### src/pll_config_pkg.sv
// Purpose: Shared constants and types for the loop configuration control block.
// Assumes: Eight-bit registers on a plain strobe port, one 50 MHz bus clock.
// Notes:   Offsets and bit positions are named here; reads pack bits by position and the bench uses literal offsets.
`default_nettype none
package pll_config_pkg;
    // Register offsets on the strobe port.
    localparam logic [2:0] OFF_LOOP_CONTROL = 3'h0;
    localparam logic [2:0] OFF_BANDWIDTH    = 3'h1;
    localparam logic [2:0] OFF_MULT_HIGH    = 3'h2;
    localparam logic [2:0] OFF_MULT_LOW     = 3'h3;
    localparam logic [2:0] OFF_VCO_RANGE    = 3'h4;
    localparam logic [2:0] OFF_REF_DIVIDER  = 3'h5;
    // Loop control register bits.
    localparam int BIT_IRQ_ENABLE = 7;
    localparam int BIT_CHANGE     = 6;
    localparam int BIT_POWER_ON   = 5;
    localparam int BIT_BASE_SEL   = 4;
    localparam int BIT_PRE_HI     = 3;
    localparam int BIT_PRE_LO     = 2;
    localparam int BIT_VPR_HI     = 1;
    localparam int BIT_VPR_LO     = 0;
    // Bandwidth control register bits and the top bits of the multiplier high and divider fields.
    localparam int BIT_AUTO      = 7;
    localparam int BIT_SETTLED   = 6;
    localparam int BIT_TRACKING  = 5;
    localparam int MULT_HIGH_TOP = 3;
    localparam int REF_DIV_TOP   = 3;
    // Reset values.
    localparam logic [11:0] RST_FEEDBACK   = 12'h040;
    localparam logic [7:0]  RST_VCO_CENTER = 8'h40;
    localparam logic [3:0]  RST_REF_DIVIDE = 4'h1;
    localparam logic        RST_POWER_ON   = 1'b1;
    localparam logic [7:0]  READ_ZERO      = 8'h00;

    // Settings handed to the analog loop and the base clock multiplexer.
    typedef struct packed {
        logic [11:0] feedback_modulus;
        logic [3:0]  ref_modulus;
        logic [7:0]  vco_center;
        logic [1:0]  prescale;
        logic [1:0]  vco_power;
        logic        loop_enable;
        logic        base_clk_sel;
        logic        auto_mode;
        logic        tracking_force;
    } pll_cfg_s;
endpackage : pll_config_pkg
`default_nettype wire

### src/pll_config_control.sv
// Purpose: Register side of an on-chip phase-locked loop: bandwidth mode, lock status,
//          divider settings with write protection, lock-change flag and interrupt.
// Assumes: Software uses the strobe port; lock and tracking status come from the analog
//          loop asynchronously; stop, wait and break levels come from the system unit.
// Notes:   The analog loop, oscillators and glitch-free multiplexer live outside.
`default_nettype none
module pll_config_control #(
    parameter int MULT_WIDTH = 12,
    parameter int RANGE_WIDTH = 8
) (
    // Clock and reset.
    input  wire logic                     clock,
    input  wire logic                     rst_b,
    // Register strobe port.
    input  wire logic [2:0]               reg_addr,
    input  wire logic [7:0]               reg_wdata,
    input  wire logic                     reg_wr,
    input  wire logic                     reg_rd,
    output logic [7:0]                    reg_rdata,
    // Analog loop status, asynchronous.
    input  wire logic                     loop_locked,
    input  wire logic                     loop_tracking,
    // System state levels, bus clock domain.
    input  wire logic                     stop_mode,
    input  wire logic                     wait_mode,
    input  wire logic                     break_state,
    input  wire logic                     break_clear_enable,
    // Loop settings and interrupt.
    output pll_config_pkg::pll_cfg_s      loop_cfg,
    output logic                          loop_irq
);

    // Modulus seen by a divider: a zero setting acts as one.
    function automatic logic [11:0] modulus_of(input logic [11:0] value);
        modulus_of = (value == 12'h000) ? 12'h001 : value;
    endfunction

    logic                   auto_r;
    logic                   acq_manual_r;
    logic                   irq_enable_r;
    logic                   change_flag_r;
    logic                   power_on_r;
    logic                   base_sel_r;
    logic [1:0]             prescale_r;
    logic [1:0]             vco_power_r;
    logic [MULT_WIDTH-1:0]  feedback_r;
    logic [RANGE_WIDTH-1:0] vco_center_r;
    logic [3:0]             ref_divide_r;
    logic                   lock_meta_r;
    logic                   lock_sync_r;
    logic                   track_meta_r;
    logic                   track_sync_r;
    logic                   settled_prev_r;
    logic [7:0]             rdata_r;
    pll_config_pkg::pll_cfg_s cfg_r;
    pll_config_pkg::pll_cfg_s cfg_nxt;

    logic settled;
    logic tracking_view;
    logic wr_ctrl;
    logic wr_bw;
    logic rd_ctrl;
    logic protect;
    logic center_zero;
    logic flag_set;
    logic flag_clear;

    // Decoded strobes and write protection while the loop is powered.
    assign wr_ctrl     = reg_wr && (reg_addr == pll_config_pkg::OFF_LOOP_CONTROL);
    assign wr_bw       = reg_wr && (reg_addr == pll_config_pkg::OFF_BANDWIDTH);
    assign rd_ctrl     = reg_rd && (reg_addr == pll_config_pkg::OFF_LOOP_CONTROL);
    assign protect     = power_on_r;
    assign center_zero = (vco_center_r == '0);

    // Both status lines cross from the analog loop through two flip-flops.
    always_ff @(posedge clock or negedge rst_b)
    begin
        if (!rst_b)
        begin
            lock_meta_r  <= 1'b0;
            lock_sync_r  <= 1'b0;
            track_meta_r <= 1'b0;
            track_sync_r <= 1'b0;
        end
        else
        begin
            lock_meta_r  <= loop_locked;
            lock_sync_r  <= lock_meta_r;
            track_meta_r <= loop_tracking;
            track_sync_r <= track_meta_r;
        end
    end

    // Settled status means nothing in manual mode, so it is forced low there.
    assign settled       = auto_r && lock_sync_r;
    assign tracking_view = auto_r ? track_sync_r : acq_manual_r;

    // Bandwidth mode and the manual tracking store.
    always_ff @(posedge clock or negedge rst_b)
    begin
        if (!rst_b)
        begin
            auto_r       <= 1'b0;
            acq_manual_r <= 1'b0;
        end
        else if (wr_bw)
        begin
            auto_r <= reg_wdata[pll_config_pkg::BIT_AUTO];
            // Writes in auto mode leave the stored manual value alone.
            if (!auto_r)
                acq_manual_r <= reg_wdata[pll_config_pkg::BIT_TRACKING];
        end
    end

    // Loop control bits; power and base select guard each other by their values before the write.
    always_ff @(posedge clock or negedge rst_b)
    begin
        if (!rst_b)
        begin
            irq_enable_r <= 1'b0;
            power_on_r   <= pll_config_pkg::RST_POWER_ON;
            base_sel_r   <= 1'b0;
            prescale_r   <= 2'h0;
            vco_power_r  <= 2'h0;
        end
        else
        begin
            if (!auto_r)
                irq_enable_r <= 1'b0;
            else if (wr_ctrl)
                irq_enable_r <= reg_wdata[pll_config_pkg::BIT_IRQ_ENABLE];
            if (wr_ctrl && !(base_sel_r && !reg_wdata[pll_config_pkg::BIT_POWER_ON]))
                power_on_r <= reg_wdata[pll_config_pkg::BIT_POWER_ON];
            // A zero center factor forces the oscillator path whatever is written.
            if (center_zero)
                base_sel_r <= 1'b0;
            else if (wr_ctrl && (power_on_r || !reg_wdata[pll_config_pkg::BIT_BASE_SEL]))
                base_sel_r <= reg_wdata[pll_config_pkg::BIT_BASE_SEL];
            if (wr_ctrl && !protect)
            begin
                prescale_r  <= reg_wdata[pll_config_pkg::BIT_PRE_HI:pll_config_pkg::BIT_PRE_LO];
                vco_power_r <= reg_wdata[pll_config_pkg::BIT_VPR_HI:pll_config_pkg::BIT_VPR_LO];
            end
        end
    end

    // Divider settings, each frozen while the loop is powered.
    always_ff @(posedge clock or negedge rst_b)
    begin
        if (!rst_b)
        begin
            feedback_r   <= MULT_WIDTH'(pll_config_pkg::RST_FEEDBACK);
            vco_center_r <= RANGE_WIDTH'(pll_config_pkg::RST_VCO_CENTER);
            ref_divide_r <= pll_config_pkg::RST_REF_DIVIDE;
        end
        else if (reg_wr && !protect)
        begin
            case (reg_addr)
                pll_config_pkg::OFF_MULT_HIGH:
                    feedback_r[MULT_WIDTH-1:8] <= reg_wdata[pll_config_pkg::MULT_HIGH_TOP:0];
                pll_config_pkg::OFF_MULT_LOW:
                    feedback_r[7:0] <= reg_wdata;
                pll_config_pkg::OFF_VCO_RANGE:
                    vco_center_r <= reg_wdata;
                pll_config_pkg::OFF_REF_DIVIDER:
                    ref_divide_r <= reg_wdata[pll_config_pkg::REF_DIV_TOP:0];
                default:
                    feedback_r <= feedback_r;
            endcase
        end
    end

    // Change flag: set beats clear so a lock edge during a read is kept.
    assign flag_set   = auto_r && (settled != settled_prev_r);
    assign flag_clear = rd_ctrl && !(break_state && !break_clear_enable);

    always_ff @(posedge clock or negedge rst_b)
    begin
        if (!rst_b)
        begin
            settled_prev_r <= 1'b0;
            change_flag_r  <= 1'b0;
        end
        else
        begin
            settled_prev_r <= settled;
            if (!auto_r)
                change_flag_r <= 1'b0;
            else if (flag_set)
                change_flag_r <= 1'b1;
            else if (flag_clear)
                change_flag_r <= 1'b0;
        end
    end

    // Interrupt is combinational so it drops in the cycle the flag clears.
    assign loop_irq = change_flag_r && irq_enable_r && auto_r;

    // Read data is registered; unmapped offsets and reserved bits read zero.
    always_ff @(posedge clock or negedge rst_b)
    begin
        if (!rst_b)
            rdata_r <= pll_config_pkg::READ_ZERO;
        else if (reg_rd)
        begin
            case (reg_addr)
                pll_config_pkg::OFF_LOOP_CONTROL:
                    rdata_r <= {irq_enable_r, change_flag_r && auto_r, power_on_r, base_sel_r,
                                prescale_r, vco_power_r};
                pll_config_pkg::OFF_BANDWIDTH:
                    rdata_r <= {auto_r, settled, tracking_view, 5'h00};
                pll_config_pkg::OFF_MULT_HIGH:
                    rdata_r <= {4'h0, feedback_r[MULT_WIDTH-1:8]};
                pll_config_pkg::OFF_MULT_LOW:
                    rdata_r <= feedback_r[7:0];
                pll_config_pkg::OFF_VCO_RANGE:
                    rdata_r <= vco_center_r;
                pll_config_pkg::OFF_REF_DIVIDER:
                    rdata_r <= {4'h0, ref_divide_r};
                default:
                    rdata_r <= pll_config_pkg::READ_ZERO;
            endcase
        end
    end
    assign reg_rdata = rdata_r;

    // Settings to the loop; wait mode is deliberately not a term here.
    always_comb
    begin
        cfg_nxt                  = '0;
        cfg_nxt.feedback_modulus = modulus_of(feedback_r);
        cfg_nxt.ref_modulus      = 4'(modulus_of({8'h00, ref_divide_r}));
        cfg_nxt.vco_center       = vco_center_r;
        cfg_nxt.prescale         = prescale_r;
        cfg_nxt.vco_power        = vco_power_r;
        cfg_nxt.loop_enable      = power_on_r && !center_zero && !stop_mode;
        cfg_nxt.base_clk_sel     = base_sel_r;
        cfg_nxt.auto_mode        = auto_r;
        cfg_nxt.tracking_force   = acq_manual_r;
    end

    always_ff @(posedge clock or negedge rst_b)
    begin
        if (!rst_b)
            cfg_r <= '0;
        else
            cfg_r <= cfg_nxt;
    end
    assign loop_cfg = cfg_r;

    // Checks of the guarded behaviour.
    chk_feedback_frozen: assert property (@(posedge clock) disable iff (!rst_b)
        power_on_r |=> $stable(feedback_r)) else $error("Feedback factor changed while powered.");
    chk_center_frozen: assert property (@(posedge clock) disable iff (!rst_b)
        power_on_r |=> $stable(vco_center_r)) else $error("Center factor changed while powered.");
    chk_refdiv_frozen: assert property (@(posedge clock) disable iff (!rst_b)
        power_on_r |=> $stable(ref_divide_r)) else $error("Reference divider changed while powered.");
    chk_base_needs_power: assert property (@(posedge clock) disable iff (!rst_b)
        $rose(base_sel_r) |-> $past(power_on_r)) else $error("Base select set from an off loop.");
    chk_power_held: assert property (@(posedge clock) disable iff (!rst_b)
        base_sel_r |=> power_on_r) else $error("Loop powered off while base select set.");
    chk_zero_center: assert property (@(posedge clock) disable iff (!rst_b)
        center_zero |=> !base_sel_r ##1 !loop_cfg.loop_enable) else $error("Zero center factor left loop active.");
    chk_manual_quiet: assert property (@(posedge clock) disable iff (!rst_b)
        !auto_r |=> !loop_irq && !change_flag_r) else $error("Flag or interrupt alive in manual mode.");
    chk_flag_on_change: assert property (@(posedge clock) disable iff (!rst_b)
        auto_r && $changed(settled) |=> change_flag_r || !auto_r) else $error("Settled change did not set flag.");
    chk_break_keeps: assert property (@(posedge clock) disable iff (!rst_b)
        change_flag_r && auto_r && rd_ctrl && break_state && !break_clear_enable && !wr_bw
        |=> change_flag_r) else $error("Flag cleared during protected break.");
    chk_read_clears: assert property (@(posedge clock) disable iff (!rst_b)
        rd_ctrl && !break_state && !flag_set ##1 !flag_set |-> !change_flag_r)
        else $error("Control read did not clear flag.");
    chk_irq_follow: assert property (@(posedge clock) disable iff (!rst_b)
        loop_irq == (change_flag_r && irq_enable_r && auto_r)) else $error("Interrupt disagrees with flag and enable.");
    chk_stop_off: assert property (@(posedge clock) disable iff (!rst_b)
        stop_mode |=> !loop_cfg.loop_enable) else $error("Loop enabled during stop.");
    chk_manual_restore: assert property (@(posedge clock) disable iff (!rst_b)
        auto_r && !wr_bw |=> $stable(acq_manual_r)) else $error("Stored tracking value lost in auto mode.");

    cov_lock_irq: cover property (@(posedge clock) disable iff (!rst_b) $rose(loop_irq));
    cov_select_vco: cover property (@(posedge clock) disable iff (!rst_b) $rose(base_sel_r));
    cov_break_read: cover property (@(posedge clock) disable iff (!rst_b)
        change_flag_r && rd_ctrl && break_state && !break_clear_enable);

    // Wait mode is observed only so that it is visibly a no-op for the loop.
    logic unused_wait;
    assign unused_wait = wait_mode;

endmodule : pll_config_control
`default_nettype wire

### config.mk
export PLATFORM = sky130hd
export DESIGN_NAME = pll_config_control
export DESIGN_NICKNAME = d
export VERILOG_FILES = /design/src/pll_config_pkg.sv /design/src/pll_config_control.sv
export SDC_FILE = /design/constraint.sdc
export NUM_CORES = 1
export LEC_CHECK = 0
export BUFFER_PORTS_ARGS = -buffer_cell sky130_fd_sc_hd__buf_2
export CELL_PAD_IN_SITES_DETAIL_PLACEMENT = 0
export CELL_PAD_IN_SITES_GLOBAL_PLACEMENT = 1
export CORE_ASPECT_RATIO = 0.5
export CORE_MARGIN = 4
export CORE_UTILIZATION = 35
export DETAILED_ROUTE_END_ITERATION = 10
export PLACE_DENSITY = 0.69
export RECOVER_POWER = 100
export SYNTH_ARGS = -nofsm -noshare
export SYNTH_HDL_FRONTEND = slang
export SYNTH_SLANG_ARGS = --single-unit
### constraint.sdc
create_clock -name clock -period 2.8 [get_ports clock]
set_input_delay 0.56 -clock clock [delete_from_list [all_inputs] [get_ports clock]]
set_output_delay 0.56 -clock clock [all_outputs]
set_load 0.005 [all_outputs]
==> impl_metrics.toml <==
[place]
post-place-ws_ns = 0.685
dp_hpwl_um = 4780
gp_congestion = 0.764
io_buffers = 60

[timing]
hold_violations = 0
min_period_ns = 2.12
rsz0062_at_grt = "no"
relSlewSlack_pct = -24.6
final_max_slew_viol_count = 80
finalSetupTns_ns = 0
setup_ws_ns = 0.685
max_freq_mhz = 473
setup_violations = 0
fin_skew_ns = 0.00735
min_period_over_period_pct = 75.5
worst_slew_pin_slew_ns = 1.87

[clocking]
clock_latency_ns = 0.34
cts_root_buf = "clkbuf_16"
ctsLongestPathBuffers = 2
cts_buffers = 9
cts.clk_slew.worst_paths_ns = 0.06
cts.sinks = 79
cts_setup_buffers = 0
cts_tree = "yes"
htreeDepth = 3
ctsResizeCount = 0
cts_hold_buf = 0

[cells_and_area]
final_cell_mix = "75 x dfrtp_1, 31 x clkbuf_1, 29 x buf_2"
fillers = 867
multi_input_area_um2 = 997
syn2layout_area_growth_pct = 16.4
final_common_cell = "dfrtp_1"
drive_above_1_share_pct = 28.4
ff_latch_area_um2 = 1980
antennaDiodeCount = 0
nets = 299

[logic_synthesis]
synth_edf_count = 0
ys_ff_latch = 79
synthFlopType = "dfrtp_1"
synthesis.nets = 252
synthArstFlopShare_pct = 100
yosysSeqAreaShare_pct = 62.4
syn_avg_cell_area_um2 = 13.7
synth_cell_types = 45
syn_area_um2 = 3180
synth_warnings = 0
syn_inst = 231

[floorplan]
dieArea_um2 = 10800
ios = 62
fp.dieW_um = 143
initial_core_util_pct = 36.2
die_y_um = 75.4
num_rows = 24
coreArea_um2 = 8770

[critical_path]
cp_slowest_cell = "clkbuf_1"
worstSetupEndpointType = "flip-flop"
cp.arrival_ns = 2.33
critPathMaxStageDelay_ns = 0.50
crit_path_max_fanout = 15
worstSetupPathType = "in2reg"
startpoint_type = "input pin"
crit_required_ns = 3.02
crit_chain = "clkbuf_1 -> buf_4 -> nand3b_1 -> nor3_4 -> mux2_2"

[drt]
drc = 0
drt-pass1-iter-count = 4
vias_per_cell = 4.89
final_antenna_net_count = 0
avgRoutedWirePerCell_um = 17.2
drt_iter0_markers = 161
vias = 1953
finalWirelength_um = 6860

[grt]
antenna_found_initial = 0
grt_max_degree = 80
grtUsageTotal_pct = 13.9
grt_pass1_vias = 1988
grt.overflow.total = 0
grt_pass1_wl_um = 11000

[run_status]
violations = "max-capacitance violations, max-slew violations"
outcome = "complete, but fails checks"

[power]
powerDensity_nw_per_um2 = 880
power_leakage_nw = 1.62
ir_worst_vdd_mv = 0.304

[min_path]
worst_hold_path_type = "in2reg"

[flow_run]
cap_viol_max_count = 1
-- routing by layer --
layer	wire [µm]	global-route usage, %	vias up
met5	0	0	-
met4	114	5.58	0
met2	3080	20.3	40
met1	3280	19.1	989
met3	388	5.14	13
li1	-	-	911
-- through the flow --
step | instances | power, W | area, µm² | hold slack [ns] | utilization (%)
3_5_place_dp | 384 | 0.00222 | 3500 | 0.337 | 39.9
4_1_cts | 399 | 0.00336 | 3790 | 0.318 | 43.2
6_report | 399 | 0.00325 | 3700 | 0.331 | 42.2
3_3_place_gp | 384 | 0.00220 | 3500 | 0.333 | 39.9
5_1_grt | 399 | 0.00344 | 3700 | 0.322 | 42.2
2_1_floorplan | 231 | 0.00195 | 3180 | 0.264 | -
-- critical path, delay by kind of cell --
kind                   cells  cell delay (ns)
muxes                      1             0.39
and+or+nand+nor            2             0.56
buffers and inverters      2             0.82
-- sequential cells by signal, indices dropped and copies added, names as in the netlist, 2 cells and up --
name	flops
loop_cfg	32
feedback_r	12
reg_rdata	8
vco_center_r	8
ref_divide_r	4
prescale_r	2
vco_power_r	2
-- cell families after synthesis --
kind of cell	Yosys count	share of synthesized area, %
buffers and inverters	28	4.57
XOR/XNOR	1	0.276
AO/OA/AOI/OAI	28	6.30
AND/OR/NAND/NOR	54	11.1
multiplexers	41	15.3
flip-flops	79	62.4
-- final cells by class --
type / instances / area share, %
Sequential cell: 79 / 53.6
Clock inverter: 5 / 1.62
Inverter: 3 / 0.305
Timing Repair Buffer: 61 / 7.31
Tap cell: 117 / 3.96
Clock buffer: 10 / 6.20
Multi-Input combinational cell: 124 / 27.0
-- synth_stat cells, types with 3 or more instances --
cell type | count | share of area [%]
mux2i_1 | 4 | 1.3
dfrtp_1 | 75 | 59
nand2_1 | 10 | 1.2
nand2b_1 | 3 | 0.59
mux2_4 | 8 | 3.8
nor2_1 | 10 | 1.2
o21ai_0 | 4 | 0.63
a31oi_1 | 6 | 1.2
mux2_2 | 28 | 9.9
and3b_1 | 4 | 1.1
nor3_1 | 5 | 0.79
inv_1 | 3 | 0.35
clkbuf_1 | 17 | 2.0
a32oi_1 | 3 | 0.83
dfstp_2 | 4 | 3.3
a21boi_0 | 4 | 0.95
buf_6 | 4 | 1.4
a211o_1 | 4 | 1.1
-- worst paths after layout --
path,slack [ns],endpoint,from,depth (start not counted)
worst max-delay path,0.68,vco_center_r[4],reg_addr[2],5
worst min-delay path,0.33,lock_meta_r,loop_locked,1
worst max register to register,1.07,feedback_r[1],power_on_r,3
worst min register to register,0.35,track_sync_r,track_meta_r,0
max in group asynchronous,0.96,vco_center_r[5],rst_b,1
min in group asynchronous,0.74,loop_cfg[31],rst_b,1
-- where the power goes --
group          internal, W  switching, W  total, W
logic             0.000255      0.000227  0.000481
clock network     0.000686      0.000441   0.00113
registers          0.00144      0.000202   0.00164
Note: power is estimated with default switching activity, not from simulation.
